--- src/pkg/cwpr_pkg.sv ---
package cwpr_pkg;
  // register byte addresses on the bus
  localparam logic [7:0] CWPR_OFF_CTRL = 8'h00;
  localparam logic [7:0] CWPR_OFF_STATUS = 8'h04;
  localparam logic [7:0] CWPR_OFF_PROG_ADDR = 8'h08;
  localparam logic [7:0] CWPR_OFF_PROG_WDATA = 8'h0C;
  localparam logic [7:0] CWPR_OFF_PROG_RDATA = 8'h10;
  localparam logic [7:0] CWPR_OFF_SETUP_WORD = 8'h14;
  // control register fields
  localparam int CWPR_CTRL_PROG_MODE = 0;
  localparam int CWPR_CTRL_PROG_WR = 1;
  localparam int CWPR_CTRL_PROG_RD = 2;
  localparam int CWPR_CTRL_SLEEP = 3;
  localparam int CWPR_CTRL_WAKE_INT = 4;
  localparam int CWPR_CTRL_EXT_RESET = 5;
  localparam int CWPR_CTRL_BROWNOUT = 6;
  localparam int CWPR_CTRL_OSC_STABLE = 7;
  localparam int CWPR_CTRL_POWER_ON = 8;
  // status register fields
  localparam int CWPR_ST_CORE_RESET = 0;
  localparam int CWPR_ST_SLEEPING = 1;
  localparam int CWPR_ST_PROTECTED = 2;
  localparam int CWPR_ST_BOR_EN = 3;
  localparam int CWPR_ST_WDT_EN = 4;
  localparam int CWPR_ST_POWERUP_DELAY_TIMER_EN = 5;
  localparam int CWPR_ST_DATA_PROT = 6;
  localparam int CWPR_ST_WDT_TIMEOUT = 7;
  localparam int CWPR_ST_ACCESS_ERR = 8;
  // setup word layout, 14 bits, programmed bit reads 0
  localparam logic [13:0] CWPR_SETUP_ADDR = 14'h2007;
  localparam logic [13:0] CWPR_CFG_SPACE_LO = 14'h2000;
  localparam int CWPR_BIT_PROTECT = 13;
  localparam int CWPR_BIT_DATA_PROT = 8;
  localparam int CWPR_BIT_BOR_EN = 6;
  localparam int CWPR_BIT_POWERUP_DELAY_TIMER_EN = 3;
  localparam int CWPR_BIT_WDT_EN = 2;
  localparam logic [13:0] CWPR_UNIMPL_MASK = 14'h1E00;
  localparam logic [13:0] CWPR_SETUP_ERASED = 14'h3FFF;
  // protected range top per memory size
  localparam logic [1:0] CWPR_SIZE_4K = 2'h2;
  localparam logic [1:0] CWPR_SIZE_2K = 2'h1;
  localparam logic [13:0] CWPR_TOP_4K = 14'h0FFF;
  localparam logic [13:0] CWPR_TOP_2K = 14'h07FF;
  localparam logic [13:0] CWPR_TOP_1K = 14'h03FF;
  localparam logic [1:0] CWPR_MEM_SIZE = CWPR_SIZE_4K;
  localparam logic [13:0] CWPR_MASKED_READ = 14'h0000;
  // timing
  localparam int CWPR_CLK_HZ = 25_000_000;
  localparam int CWPR_POWERUP_DELAY_TIMER_MS = 72;
  localparam int CWPR_POWERUP_DELAY_TIMER_CYCLES = CWPR_POWERUP_DELAY_TIMER_MS * (CWPR_CLK_HZ / 1000);
  localparam int CWPR_WDT_PERIOD = 1024;
  localparam int CWPR_CNT_W = 22;
  typedef enum logic [1:0] {CWPR_S_POWERUP_DELAY_TIMER, CWPR_S_OST, CWPR_S_RUN} cwpr_state_t;
endpackage

--- src/pkg/cwpr_wdt_if.sv ---
interface cwpr_wdt_if;
  logic enable;
  logic tick;
  logic clear;
  logic timeout;
  modport owner(output enable, output tick, output clear, input timeout);
  modport timer(input enable, input tick, input clear, output timeout);
endinterface
--- src/core/cwpr_core.sv ---
// Operation
// data memory access stays open when protected
// programmed bit reads zero, decode inverted
// setup word lives at address 2007h
// config space reachable only in programming mode
// power-up delay 72 ms, power-up only
// hold reset until oscillator stable
// watchdog enabled by setup bit, own clock
// brown-out forces device reset
// sleep exits on reset, watchdog, interrupt
// bit 13 selects program memory protection
// setup bits 12 to 9 read zero
// bit 6 set enables brown-out reset
// setup word latched before reset release
// protected reads return fixed masked value
module cwpr_core (
  // system
  input wire logic aclk,
  input wire logic aresetn,
  // watchdog rc oscillator tick, synchronous one-cycle enable
  input wire logic wdt_osc_tick,
  // non-volatile setup word as stored
  input wire logic [13:0] nv_setup_word,
  // axi4-lite write address
  input wire logic [7:0] s_axi_awaddr,
  input wire logic s_axi_awvalid,
  output logic s_axi_awready,
  // axi4-lite write data
  input wire logic [31:0] s_axi_wdata,
  input wire logic [3:0] s_axi_wstrb,
  input wire logic s_axi_wvalid,
  output logic s_axi_wready,
  // axi4-lite write response
  output logic [1:0] s_axi_bresp,
  output logic s_axi_bvalid,
  input wire logic s_axi_bready,
  // axi4-lite read address
  input wire logic [7:0] s_axi_araddr,
  input wire logic s_axi_arvalid,
  output logic s_axi_arready,
  // axi4-lite read data
  output logic [31:0] s_axi_rdata,
  output logic [1:0] s_axi_rresp,
  output logic s_axi_rvalid,
  input wire logic s_axi_rready,
  // device state
  output logic core_reset,
  output logic data_mem_access_en,
  output logic [13:0] setup_word_out
);
  cwpr_wdt_if wif();

  // bus slave state
  logic aw_got_reg, aw_got_next;
  logic w_got_reg, w_got_next;
  logic [7:0] awaddr_reg, awaddr_next;
  logic [31:0] wdata_reg, wdata_next;
  logic [3:0] wstrb_reg, wstrb_next;
  logic bvalid_reg, bvalid_next;
  logic [1:0] bresp_reg, bresp_next;
  logic rvalid_reg, rvalid_next;
  logic [31:0] rdata_reg, rdata_next;
  logic [1:0] rresp_reg, rresp_next;
  // software state
  logic [8:0] ctrl_reg, ctrl_next;
  logic [13:0] paddr_reg, paddr_next;
  logic [13:0] pwdata_reg, pwdata_next;
  logic [13:0] prdata_reg, prdata_next;
  logic access_err_reg, access_err_next;
  // device state
  logic [13:0] setup_reg, setup_next;
  cwpr_pkg::cwpr_state_t state_reg, state_next;
  logic [cwpr_pkg::CWPR_CNT_W-1:0] cnt_reg, cnt_next;
  logic core_reset_reg, core_reset_next;
  logic sleep_reg, sleep_next;
  logic wdt_to_reg, wdt_to_next;
  logic por_seen_reg, por_seen_next;

  logic wr_fire, rd_fire;
  logic [31:0] wmask;
  logic prot_on, bor_en, wdt_en, powerup_delay_timer_en, dprot_on;
  logic [13:0] prot_top;
  logic in_cfg_space, in_prot;
  logic [31:0] status_word;

  // programmed bits read as zero, so protect, data-protect and delay-timer options are low; brown-out and watchdog are high
  // bit 13 low protects program memory
  assign prot_on = !setup_reg[cwpr_pkg::CWPR_BIT_PROTECT];
  // brown-out reset enabled when bit 6 is one
  assign bor_en = setup_reg[cwpr_pkg::CWPR_BIT_BOR_EN];
  assign wdt_en = setup_reg[cwpr_pkg::CWPR_BIT_WDT_EN];
  assign powerup_delay_timer_en = !setup_reg[cwpr_pkg::CWPR_BIT_POWERUP_DELAY_TIMER_EN];
  assign dprot_on = !setup_reg[cwpr_pkg::CWPR_BIT_DATA_PROT];

  always_comb begin
    unique case (cwpr_pkg::CWPR_MEM_SIZE)
      cwpr_pkg::CWPR_SIZE_4K: prot_top = cwpr_pkg::CWPR_TOP_4K;
      cwpr_pkg::CWPR_SIZE_2K: prot_top = cwpr_pkg::CWPR_TOP_2K;
      default: prot_top = cwpr_pkg::CWPR_TOP_1K;
    endcase
  end

  assign in_cfg_space = paddr_reg >= cwpr_pkg::CWPR_CFG_SPACE_LO;
  assign in_prot = prot_on && (paddr_reg <= prot_top);

  // watchdog gated by setup bit, counted on its own oscillator tick
  assign wif.enable = wdt_en && !core_reset_reg;
  assign wif.tick = wdt_osc_tick;
  assign wif.clear = core_reset_reg;
  cwpr_wdt u_wdt (
    .aclk(aclk),
    .aresetn(aresetn),
    .w(wif)
  );

  assign wr_fire = aw_got_reg && w_got_reg && !bvalid_reg;
  assign rd_fire = s_axi_arvalid && !rvalid_reg;
  assign wmask = {{8{wstrb_reg[3]}}, {8{wstrb_reg[2]}}, {8{wstrb_reg[1]}}, {8{wstrb_reg[0]}}};

  always_comb begin
    status_word = 32'h0000_0000;
    status_word[cwpr_pkg::CWPR_ST_CORE_RESET] = core_reset_reg;
    status_word[cwpr_pkg::CWPR_ST_SLEEPING] = sleep_reg;
    status_word[cwpr_pkg::CWPR_ST_PROTECTED] = prot_on;
    status_word[cwpr_pkg::CWPR_ST_BOR_EN] = bor_en;
    status_word[cwpr_pkg::CWPR_ST_WDT_EN] = wdt_en;
    status_word[cwpr_pkg::CWPR_ST_POWERUP_DELAY_TIMER_EN] = powerup_delay_timer_en;
    status_word[cwpr_pkg::CWPR_ST_DATA_PROT] = dprot_on;
    status_word[cwpr_pkg::CWPR_ST_WDT_TIMEOUT] = wdt_to_reg;
    status_word[cwpr_pkg::CWPR_ST_ACCESS_ERR] = access_err_reg;
  end

  // bus slave: aw and w taken independently, response after both
  always_comb begin
    aw_got_next = aw_got_reg;
    w_got_next = w_got_reg;
    awaddr_next = awaddr_reg;
    wdata_next = wdata_reg;
    wstrb_next = wstrb_reg;
    bvalid_next = bvalid_reg;
    bresp_next = bresp_reg;
    rvalid_next = rvalid_reg;
    rdata_next = rdata_reg;
    rresp_next = rresp_reg;
    if (s_axi_awvalid && !aw_got_reg) begin
      aw_got_next = 1'b1;
      awaddr_next = s_axi_awaddr;
    end
    if (s_axi_wvalid && !w_got_reg) begin
      w_got_next = 1'b1;
      wdata_next = s_axi_wdata;
      wstrb_next = s_axi_wstrb;
    end
    if (wr_fire) begin
      aw_got_next = 1'b0;
      w_got_next = 1'b0;
      bvalid_next = 1'b1;
      unique case (awaddr_reg)
        cwpr_pkg::CWPR_OFF_CTRL, cwpr_pkg::CWPR_OFF_PROG_ADDR, cwpr_pkg::CWPR_OFF_PROG_WDATA: bresp_next = 2'h0;
        default: bresp_next = 2'h2;
      endcase
    end else if (bvalid_reg && s_axi_bready) begin
      bvalid_next = 1'b0;
    end
    if (rd_fire) begin
      rvalid_next = 1'b1;
      rresp_next = 2'h0;
      unique case (s_axi_araddr)
        cwpr_pkg::CWPR_OFF_CTRL: rdata_next = {23'h000000, ctrl_reg};
        cwpr_pkg::CWPR_OFF_STATUS: rdata_next = status_word;
        cwpr_pkg::CWPR_OFF_PROG_ADDR: rdata_next = {18'h00000, paddr_reg};
        cwpr_pkg::CWPR_OFF_PROG_WDATA: rdata_next = {18'h00000, pwdata_reg};
        cwpr_pkg::CWPR_OFF_PROG_RDATA: rdata_next = {18'h00000, prdata_reg};
        cwpr_pkg::CWPR_OFF_SETUP_WORD: rdata_next = {18'h00000, setup_reg};
        default: begin
          rdata_next = 32'h0000_0000;
          rresp_next = 2'h2;
        end
      endcase
    end else if (rvalid_reg && s_axi_rready) begin
      rvalid_next = 1'b0;
    end
  end

  // software registers and the programming port
  always_comb begin
    logic [31:0] merged;
    merged = 32'h0000_0000;
    ctrl_next = ctrl_reg;
    ctrl_next[cwpr_pkg::CWPR_CTRL_PROG_WR] = 1'b0;
    ctrl_next[cwpr_pkg::CWPR_CTRL_PROG_RD] = 1'b0;
    ctrl_next[cwpr_pkg::CWPR_CTRL_WAKE_INT] = 1'b0;
    ctrl_next[cwpr_pkg::CWPR_CTRL_EXT_RESET] = 1'b0;
    ctrl_next[cwpr_pkg::CWPR_CTRL_POWER_ON] = 1'b0;
    ctrl_next[cwpr_pkg::CWPR_CTRL_SLEEP] = 1'b0;
    paddr_next = paddr_reg;
    pwdata_next = pwdata_reg;
    prdata_next = prdata_reg;
    access_err_next = access_err_reg;
    setup_next = setup_reg;
    if (wr_fire) begin
      unique case (awaddr_reg)
        cwpr_pkg::CWPR_OFF_CTRL: begin
          merged = ({23'h000000, ctrl_reg} & ~wmask) | (wdata_reg & wmask);
          ctrl_next = merged[8:0];
          access_err_next = 1'b0;
        end
        cwpr_pkg::CWPR_OFF_PROG_ADDR: begin
          merged = ({18'h00000, paddr_reg} & ~wmask) | (wdata_reg & wmask);
          paddr_next = merged[13:0];
        end
        cwpr_pkg::CWPR_OFF_PROG_WDATA: begin
          merged = ({18'h00000, pwdata_reg} & ~wmask) | (wdata_reg & wmask);
          pwdata_next = merged[13:0];
        end
        default: begin
        end
      endcase
    end
    // config space needs programming mode; error flag sticky, set wins
    if (ctrl_reg[cwpr_pkg::CWPR_CTRL_PROG_WR] || ctrl_reg[cwpr_pkg::CWPR_CTRL_PROG_RD]) begin
      if (!ctrl_reg[cwpr_pkg::CWPR_CTRL_PROG_MODE]) begin
        access_err_next = 1'b1;
      end else if (ctrl_reg[cwpr_pkg::CWPR_CTRL_PROG_WR]) begin
        // the setup word sits at 2007h
        if (paddr_reg == cwpr_pkg::CWPR_SETUP_ADDR) begin
          // unimplemented bits forced to zero
          setup_next = pwdata_reg & ~cwpr_pkg::CWPR_UNIMPL_MASK;
        end else begin
          access_err_next = 1'b1;
        end
      end else if (paddr_reg == cwpr_pkg::CWPR_SETUP_ADDR) begin
        prdata_next = setup_reg;
      end else if (in_prot) begin
        // protected program memory reads back masked
        prdata_next = cwpr_pkg::CWPR_MASKED_READ;
      end else if (in_cfg_space) begin
        prdata_next = cwpr_pkg::CWPR_SETUP_ERASED;
      end else begin
        prdata_next = cwpr_pkg::CWPR_SETUP_ERASED;
      end
    end
    // reload setup word from storage on a power-on request, as reset is entered
    if (ctrl_reg[cwpr_pkg::CWPR_CTRL_POWER_ON]) begin
      setup_next = nv_setup_word & ~cwpr_pkg::CWPR_UNIMPL_MASK;
    end
  end

  // reset sequencer and sleep
  always_comb begin
    state_next = state_reg;
    cnt_next = cnt_reg;
    core_reset_next = core_reset_reg;
    sleep_next = sleep_reg;
    wdt_to_next = wdt_to_reg;
    por_seen_next = 1'b1;
    if (wif.timeout) begin
      wdt_to_next = 1'b1;
    end
    if (ctrl_reg[cwpr_pkg::CWPR_CTRL_SLEEP] && state_reg == cwpr_pkg::CWPR_S_RUN) begin
      sleep_next = 1'b1;
    end
    // wake on interrupt or watchdog; external reset handled below
    if (sleep_reg && (ctrl_reg[cwpr_pkg::CWPR_CTRL_WAKE_INT] || wif.timeout)) begin
      sleep_next = 1'b0;
    end
    unique case (state_reg)
      cwpr_pkg::CWPR_S_POWERUP_DELAY_TIMER: begin
        core_reset_next = 1'b1;
        // 72 ms hold, skipped when disabled
        if (!powerup_delay_timer_en || cnt_reg >= cwpr_pkg::CWPR_CNT_W'(cwpr_pkg::CWPR_POWERUP_DELAY_TIMER_CYCLES - 1)) begin
          state_next = cwpr_pkg::CWPR_S_OST;
          cnt_next = '0;
        end else begin
          cnt_next = cnt_reg + 1'b1;
        end
      end
      cwpr_pkg::CWPR_S_OST: begin
        core_reset_next = 1'b1;
        // release only once the oscillator is stable
        if (ctrl_reg[cwpr_pkg::CWPR_CTRL_OSC_STABLE]) begin
          state_next = cwpr_pkg::CWPR_S_RUN;
          core_reset_next = 1'b0;
        end
      end
      cwpr_pkg::CWPR_S_RUN: begin
        core_reset_next = 1'b0;
      end
    endcase
    // non power-up resets skip the delay timer
    if (ctrl_reg[cwpr_pkg::CWPR_CTRL_EXT_RESET] || (wif.timeout && !sleep_reg)
        // brown-out forces reset when enabled
        || (bor_en && ctrl_reg[cwpr_pkg::CWPR_CTRL_BROWNOUT])) begin
      state_next = cwpr_pkg::CWPR_S_OST;
      core_reset_next = 1'b1;
      sleep_next = 1'b0;
    end
    if (ctrl_reg[cwpr_pkg::CWPR_CTRL_POWER_ON] || !por_seen_reg) begin
      state_next = cwpr_pkg::CWPR_S_POWERUP_DELAY_TIMER;
      cnt_next = '0;
      core_reset_next = 1'b1;
      sleep_next = 1'b0;
    end
  end

  always_ff @(posedge aclk) begin
    if (!aresetn) begin
      aw_got_reg <= 1'b0;
      w_got_reg <= 1'b0;
      awaddr_reg <= 8'h00;
      wdata_reg <= 32'h0000_0000;
      wstrb_reg <= 4'h0;
      bvalid_reg <= 1'b0;
      bresp_reg <= 2'h0;
      rvalid_reg <= 1'b0;
      rdata_reg <= 32'h0000_0000;
      rresp_reg <= 2'h0;
      ctrl_reg <= 9'h000;
      paddr_reg <= 14'h0000;
      pwdata_reg <= 14'h0000;
      prdata_reg <= 14'h0000;
      access_err_reg <= 1'b0;
      setup_reg <= cwpr_pkg::CWPR_SETUP_ERASED & ~cwpr_pkg::CWPR_UNIMPL_MASK;
      state_reg <= cwpr_pkg::CWPR_S_POWERUP_DELAY_TIMER;
      cnt_reg <= '0;
      core_reset_reg <= 1'b1;
      sleep_reg <= 1'b0;
      wdt_to_reg <= 1'b0;
      por_seen_reg <= 1'b0;
    end else begin
      aw_got_reg <= aw_got_next;
      w_got_reg <= w_got_next;
      awaddr_reg <= awaddr_next;
      wdata_reg <= wdata_next;
      wstrb_reg <= wstrb_next;
      bvalid_reg <= bvalid_next;
      bresp_reg <= bresp_next;
      rvalid_reg <= rvalid_next;
      rdata_reg <= rdata_next;
      rresp_reg <= rresp_next;
      ctrl_reg <= ctrl_next;
      paddr_reg <= paddr_next;
      pwdata_reg <= pwdata_next;
      prdata_reg <= prdata_next;
      access_err_reg <= access_err_next;
      // first cycle after bus reset acts as power-on, loading storage
      setup_reg <= por_seen_reg ? setup_next : (nv_setup_word & ~cwpr_pkg::CWPR_UNIMPL_MASK);
      state_reg <= state_next;
      cnt_reg <= cnt_next;
      core_reset_reg <= core_reset_next;
      sleep_reg <= sleep_next;
      wdt_to_reg <= wdt_to_next;
      por_seen_reg <= por_seen_next;
    end
  end

  assign s_axi_awready = !aw_got_reg;
  assign s_axi_wready = !w_got_reg;
  assign s_axi_bvalid = bvalid_reg;
  assign s_axi_bresp = bresp_reg;
  assign s_axi_arready = !rvalid_reg;
  assign s_axi_rvalid = rvalid_reg;
  assign s_axi_rdata = rdata_reg;
  assign s_axi_rresp = rresp_reg;
  assign core_reset = core_reset_reg;
  // data memory stays usable whatever the protect setting
  assign data_mem_access_en = !core_reset_reg;
  assign setup_word_out = setup_reg;
endmodule

--- src/core/cwpr_wdt.sv ---
module cwpr_wdt (
  input wire logic aclk,
  input wire logic aresetn,
  cwpr_wdt_if.timer w
);
  logic [15:0] cnt_reg, cnt_next;
  logic to_reg, to_next;
  assign w.timeout = to_reg;
  // counts only on ticks of its own rc oscillator
  always_comb begin
    cnt_next = cnt_reg;
    to_next = 1'b0;
    if (!w.enable || w.clear) begin
      cnt_next = 16'h0000;
    end else if (w.tick) begin
      if (cnt_reg == 16'(cwpr_pkg::CWPR_WDT_PERIOD - 1)) begin
        cnt_next = 16'h0000;
        to_next = 1'b1;
      end else begin
        cnt_next = cnt_reg + 16'h0001;
      end
    end
  end
  always_ff @(posedge aclk) begin
    if (!aresetn) begin
      cnt_reg <= 16'h0000;
      to_reg <= 1'b0;
    end else begin
      cnt_reg <= cnt_next;
      to_reg <= to_next;
    end
  end
endmodule

--- config.mk ---
export PLATFORM = sky130hd
export DESIGN_NAME = cwpr_core
export DESIGN_NICKNAME = d
export VERILOG_FILES = /design/src/pkg/cwpr_pkg.sv /design/src/pkg/cwpr_wdt_if.sv /design/src/core/cwpr_core.sv /design/src/core/cwpr_wdt.sv
export SDC_FILE = /design/constraint.sdc
export NUM_CORES = 1
export LEC_CHECK = 0
export BUFFER_PORTS_ARGS = -buffer_cell sky130_fd_sc_hd__buf_4
export CORE_MARGIN = 2
export CORE_UTILIZATION = 30
export DETAILED_ROUTE_END_ITERATION = 7
export PLACE_DENSITY = 0.58
export SYNTH_ARGS = -nofsm -noshare
export SYNTH_HDL_FRONTEND = slang
export SYNTH_SLANG_ARGS = --single-unit
--- constraint.sdc ---
create_clock -name aclk -period 2.85 [get_ports aclk]
set_input_delay 0.4275 -clock aclk [delete_from_list [all_inputs] [get_ports aclk]]
set_output_delay 0.4275 -clock aclk [all_outputs]
set_load 0.005 [all_outputs]
==> results of run 1 <==
[logic make-up (layout without fill, tap and decap cells)]
logic type               count (synthesis)  count (layout)  synth area share
flip-flops                             148             148             0.438
AND/OR/NAND/NOR                        352             352             0.243
XOR/XNOR                                17              17            0.0220
other                                    1              24          0.000555
AO/OA/AOI/OAI                          178             178             0.151
adder cells (fa/ha/maj)                  2               2           0.00370
buffers and inverters                   83             138            0.0605
multiplexers                            49              49            0.0812
[metrics by stage]
step | utilization | worst slack (ns)
5_1_grt | 0.371 | 0.502
3_3_place_gp | 0.343 | 0.662
4_1_cts | 0.371 | 0.655
2_1_floorplan | - | 0.882
3_5_place_dp | 0.343 | 0.661
6_report | 0.371 | 0.661
[worst reg2reg max path, cell delays in order (launching register included)]
cell and delay, ns:
dfxtp_1 0.45, a41oi_1 0.15, or4b_1 0.52, and3_1 0.32, buf_4 0.21, and4_1 0.19
a211o_1 0.25
[routing by layer]
layer  GRT usage  vias to the layer above
met5           0                        -
met4      0.0449                        0
met3      0.0369                       19
met2       0.232                      132
met1       0.217                     2816
li1            -                     2992
[power by group]
group	leakage (µW)	switching [µW]	internal (µW)
registers	0.00120	46.5	2110
logic	0.00158	158	136
clock network	0.000291	979	1320
[worst paths after layout]
path,to,slack [ns],depth (start not counted)
worst max-delay path,cnt_reg[9]$_SDFFE_PP0P_,0.66,6
worst min-delay path,s_axi_rvalid$_SDFFE_PN0P_,0.17,2
worst max register to register,cnt_reg[9]$_SDFFE_PP0P_,0.66,6
worst min register to register,s_axi_rdata[8]$_SDFFE_PN0P_,0.46,2
[layout make-up]
| cell class | count | area, µm² |
|---|---|---|
| fill | 2230 | 13800 |
| multi-input combinational | 622 | 3480 |
| sequential | 148 | 2960 |
| timing repair buffer | 91 | 683 |
| clock buffer | 17 | 425 |
| tap | 280 | 350 |
| clock inverter | 14 | 171 |
| inverter | 16 | 60.1 |
[synth_stat cells (2+ instances only)]
master	instances	share of area
and4_1	4	0.0052
or4_1	4	0.0044
and3_1	22	0.020
or3_1	6	0.0056
buf_1	5	0.0028
nor3_1	8	0.0059
a31oi_1	11	0.010
clkbuf_1	32	0.018
nand2b_1	4	0.0037
a21oi_1	56	0.041
inv_1	16	0.0089
a21o_1	3	0.0033
and2_1	6	0.0056
a22oi_1	13	0.014
nor2b_1	6	0.0056
buf_2	6	0.0044
o311a_1	2	0.0030
nand2_1	144	0.080
a211oi_1	5	0.0056
xor2_1	11	0.014
o21ai_0	70	0.052
buf_4	24	0.027
dfxtp_1	148	0.44
nand3_1	16	0.012
o21ai_1	2	0.0015
nor2_1	93	0.052
mux4_2	4	0.013
xnor2_1	6	0.0078
and3b_1	2	0.0026
nor4_1	10	0.0093
mux2_2	7	0.012
a2bb2oi_1	2	0.0026
ha_1	2	0.0037
nand4_1	13	0.012
a311oi_1	2	0.0026
mux2i_1	38	0.056
a31o_2	2	0.0026
==> results.md, run 1 <==
* CTS tree: done
* Post_cts resized at 0
* WL/cell at 15.3 µm
* WP data required at 3.18 ns
* # IOs at ~130
* Most frequent cells in the layout: dfxtp_1, nand2_1, nor2_1
* Measured slew at the worst slew-check pin at 1.09 ns
* CTS sink count at roughly 150
* Hold buffers post-CTS at 0
* PortBufs at a little over 80
* Met1 wire length at 9040 µm
* Worst slew margin at 0.271
* Top Metal Used: met4
* Total Routed Length at 18100 µm
* Yosys reg bits at 148
* Die ar. at 23800 µm²
* Worst Hold Class: primary input to register
* Crit end category: register
* CTS root buf: clkbuf_16
* Initial antenna violation count at 0
* Std-Cell Core Area at 22000 µm²
* Register area share after synthesis at 0.438
* Max-cap viol count at 0
* Clk_lat worst skew at 0.43 ns
* Tcrit/Tclk final at 0.768
* Design Power at 4740 µW
* Setup CP Type: register to register
* Layout Cells excl Fill at 1188
* DP Area at roughly 7500 µm²
* Bufs and invs on worst path at 1
* Post-synth cell types at 62
* Pwr dens at 583 nW/µm²
* Status: finished, final reports clean
* Setup tns final at 0 ns
* FF-to-FF Start: cnt_reg[12]$_SDFFE_PP0P_
* Fmax at 457 MHz
* Final setup fails at 0
* Die W at 154 µm
* Post-Syn Area at 6760 µm²
* Slowest CP cell: or4b_1
* CP top delay family: simple AND/OR/NAND/NOR gates
* RSZ-0062 raised after global routing: false
* GRT Total Usage at 0.153
* Vias/cell at 5.02
* Clk slew on worst S/H paths at 0.07 ns
* Layout cell share with drive strength beyond 1 at 0.159
* DRC Markers at 0
* Final antenna-violating net count at 0
* Critical Path Fanout Max at 8
* Hold Worst Slack at 0.175 ns
* H-tree levels at 4
* Vias in the first global route at 5443
* Met3 routed WL at approximately 750 µm
* Critical hold path startpoint: s_axi_rready
* Final min period at ~2.2 ns
* FP Rows at 54
* Fin nets at 972
* Gpl congestion at slightly below 0.8
* Maximum vdd drop at 0.375 mV
* TritonCTS Buffers at 17
* WL met2 at 8060 µm
* Ant. Diodes at 0
* Final hold violation count at 0
* Top_reg_cell synth: dfxtp_1
* Overflow after GRT at 0
* Layout Skew at 0.00925 ns
* Mean Syn Cell Area at 8.15 µm²
* Number of synthesized flops with an enable pin at 0
* Crit path from: cnt_reg[12]$_SDFFE_PP0P_
* Maximum root-to-sink buffer count at 2
* Critical path's largest stage delay at 0.52 ns
* Crit-path cells: a41oi_1 > or4b_1 > and3_1 > buf_4 > and4_1 > a211o_1
* Drt first pass iters at 5
* Area grow syn2layout at 20.3%
* Largest net degree at the start of global routing at 58
* Synth warn at 0
* Dpl cells at 1157
* First-pass GRT wire length at 29000 µm
* Max-slew violations at 0
* Die H at 154 µm
* Critical Path AT at 2.51 ns
* Most common cell after layout, fill and taps aside: dfxtp_1
* Total number of vias at about 6.0k
* Initial core utilization at 0.308
* Design area at 8140 µm²
* Initial DRC Count at 475
* DP HPWL at between 10000 and 15000 µm
* Synth Instances at 830
* Synth async-reset ratio at 0
* CP Launch Type: register
* Setup Fix Bufs, Post-CTS at 0
* Leakage at between 0.003 and 0.004 µW
No activity file was read; power rests on OpenSTA's default activity.
==> run 2: changes to the inputs <==
--- a/config.mk
+++ b/config.mk
@@ -9,7 +9,7 @@
 export CORE_MARGIN = 2
 export CORE_UTILIZATION = 30
 export DETAILED_ROUTE_END_ITERATION = 7
-export PLACE_DENSITY = 0.58
+export PLACE_DENSITY = 0.59
 export SYNTH_ARGS = -nofsm -noshare
 export SYNTH_HDL_FRONTEND = slang
 export SYNTH_SLANG_ARGS = --single-unit
==> constraint.sdc (replaced) <==
create_clock -name aclk -period 2 [get_ports aclk]
set_input_delay 0.3 -clock aclk [delete_from_list [all_inputs] [get_ports aclk]]
set_output_delay 0.3 -clock aclk [all_outputs]
set_load 0.005 [all_outputs]
==> results.md, run 2 (same netlist as run 1, synthesis figures left out) <==
* R2r setup slk at 0.02 ns (-0.64 ns)
* Setup ws final at 0.0195 ns (-0.642 ns)
* Final setup fails at 0 (unchanged)
* Slowest CP cell: or4_4
* Hold path depth at 2 (unchanged)
* Design area at 8530 µm² (+4.9%)
* CTS tree: done
* Layout Cells excl Fill at 1231 (+3.6%)
* Maximum root-to-sink buffer count at 2 (unchanged)
* Measured slew at the worst slew-check pin at 1.07 ns (-0.0206 ns)
* GRT Total Usage at 0.158 (+0.00401)
* FF-to-FF Start: cnt_reg[1]$_SDFFE_PP0P_
* Dpl cells at 1199 (+3.6%)
* Leakage at 0.00329 µW (+7.2%)
* Tcrit/Tclk final at 0.990 (+0.222)
* H-tree levels at 4 (unchanged)
* Critical Path Fanout Max at 6 (-2)
* Clk slew on worst S/H paths at 0.06 ns (about the same)
* Maximum vdd drop at 0.504 mV (+35%)
* Layout cell share with drive strength beyond 1 at 0.206 (+0.0475)
* Setup Fix Bufs, Post-CTS at 0 (unchanged)
* Largest net degree at the start of global routing at 59 (+1.7%)
* R2r endpoint: cnt_reg[16]$_SDFFE_PP0P_
* # IOs at 131 (unchanged)
* Vias in the first global route at 5748 (+5.6%)
* Multi-input logic area at 3540 µm² (+1.7%)
* Die W at 154 µm (unchanged)
* Die ar. at 23800 µm² (unchanged)
* Most common cell after layout, fill and taps aside: dfxtp_1
* Register area at 2970 µm² (about the same)
* DP Area at 7870 µm² (+4.3%)
* Critical path's largest stage delay at 0.59 ns (+0.07 ns)
* Setup CP Type: register to register
* Die H at 154 µm (unchanged)
* Hold buffers post-CTS at 0 (unchanged)
* CP top delay family: simple AND/OR/NAND/NOR gates
* Clk_lat worst skew at 0.43 ns (about the same)
* Drt first pass iters at 5 (unchanged)
* Max-cap viol count at 0 (unchanged)
* Status: finished, final reports clean
* Critical Path AT at 2.34 ns (-0.17 ns)
* Initial core utilization at 0.308 (unchanged)
* Final core utilization at 0.389 (+0.0181)
* Worst Hold Class: primary input to register
* DRC Markers at 0 (unchanged)
* Initial antenna violation count at 0 (unchanged)
* Std-Cell Core Area at 22000 µm² (unchanged)
* Worst slew margin at 0.285 (+0.0138)
* Fin nets at 1014 (+4.3%)
* Final min period at 1.98 ns (-0.208 ns)
* Overflow after GRT at 0 (unchanged)
* First-pass GRT wire length at 30000 µm (+3.4%)
* Filler instances at 2210 (-0.90%)
* Final hold violation count at 0 (unchanged)
* Ant. Diodes at 0 (unchanged)
* Total number of vias at 6088 (+2.2%)
* Dpl ws at -0.0191 ns (-0.680 ns)
* Crit end category: register
* PortBufs at 82 (unchanged)
* Final antenna-violating net count at 0 (unchanged)
* Fmax at 505 MHz (+11%)
* Max-slew violations at 0 (unchanged)
* Bufs and invs on worst path at 0 (-1)
* Area grow syn2layout at 26.2%
* WP data required at 2.36 ns (-0.82 ns)
* Hold Crit Endpoint: s_axi_rvalid$_SDFFE_PN0P_
* DP HPWL at 13500 µm (+4.6%)
* FP Rows at 54 (unchanged)
* WL/cell at 15.2 µm (-0.38%)
* Pwr dens at 795 nW/µm² (+36%)
* Critical hold path startpoint: s_axi_rready
* CTS root buf: clkbuf_16
* Layout Skew at 0.0131 ns (+0.00388 ns)
* Most frequent cells in the layout: dfxtp_1, nand2_1, buf_4
* CP Launch Type: register
* Total Routed Length at 18700 µm (+3.2%)
* Vias/cell at 4.95 (-1.4%)
* CTS sink count at 148 (unchanged)
* TritonCTS Buffers at 17 (unchanged)
* R2R depth at 6 (unchanged)
* Initial DRC Count at 455 (-4.2%)
* Gpl congestion at 0.820 (+3.8%)
* Crit-path cells: ha_4 > nand3_4 > or4_4 > or3_1 > a211oi_2 > a21o_1
-- run 2: changes by cell type in the layout (fill, tap and decap cells not counted), sizes merged --
cell / delta
clkinvlp: +2
clkbuf: +1
clkinv: -1
buf: +42
inv: -1
-- run 2: final cells by class --
cell class,count,area share
clock buffer,18,0.0515
timing repair buffer,133,0.118
inverter,16,0.00704
tap,280,0.0410
clock inverter,14,0.0194
multi-input combinational,622,0.415
sequential,148,0.347
-- run 2: timing repair --
item	in CTS	in global routing
setup endpoints to repair	3	27
pin swaps	1	3
gates resized for setup	2	11
-- run 2: worst max-delay path by stage --
stage	from	endpoint	slack, ns	cells after the start
2_1_floorplan	cnt_reg[0]$_SDFFE_PP0P_	cnt_reg[16]$_SDFFE_PP0P_	0.03	6
3_3_place_gp	cnt_reg[0]$_SDFFE_PP0P_	cnt_reg[18]$_SDFFE_PP0P_	-0.007	6
3_5_place_dp	cnt_reg[0]$_SDFFE_PP0P_	cnt_reg[18]$_SDFFE_PP0P_	-0.02	6
4_1_cts	cnt_reg[0]$_SDFFE_PP0P_	cnt_reg[18]$_SDFFE_PP0P_	0.006	6
5_1_grt	cnt_reg[1]$_SDFFE_PP0P_	cnt_reg[18]$_SDFFE_PP0P_	-0.02	6
6_report	cnt_reg[1]$_SDFFE_PP0P_	cnt_reg[16]$_SDFFE_PP0P_	0.02	6
-- run 2: where the power goes --
group / internal, µW / total, µW / switching [µW]
clock network: 1910 / 3270 / 1360
registers: 3000 / 3070 / 66.3
logic: 213 / 450 / 238
total: 5130 / 6790 / 1660
-- run 2: stage by stage --
| stage | total power, µW | setup TNS, ns | hold slack, ns |
|---|---|---|---|
| floorplan | 3390 | 0 | 0.328 |
| global placement | 3580 | -0.00651 | 0.438 |
| detailed placement | 3580 | -0.0461 | 0.446 |
| CTS | 6860 | 0 | 0.0383 |
| global route | 7030 | -0.0255 | 0.0403 |
| finish | 6790 | 0 | 0.0545 |
-- run 2: layer usage --
metal  wire (µm)  part of all wire  global-route usage  vias up
met1        9260              0.49               0.218     2856
met2        8460              0.45               0.250      139
met4         206             0.011              0.0436        0
met5           0                 0                   0        -
li1            -                 -                   -     3081
met3         784             0.042              0.0310       12
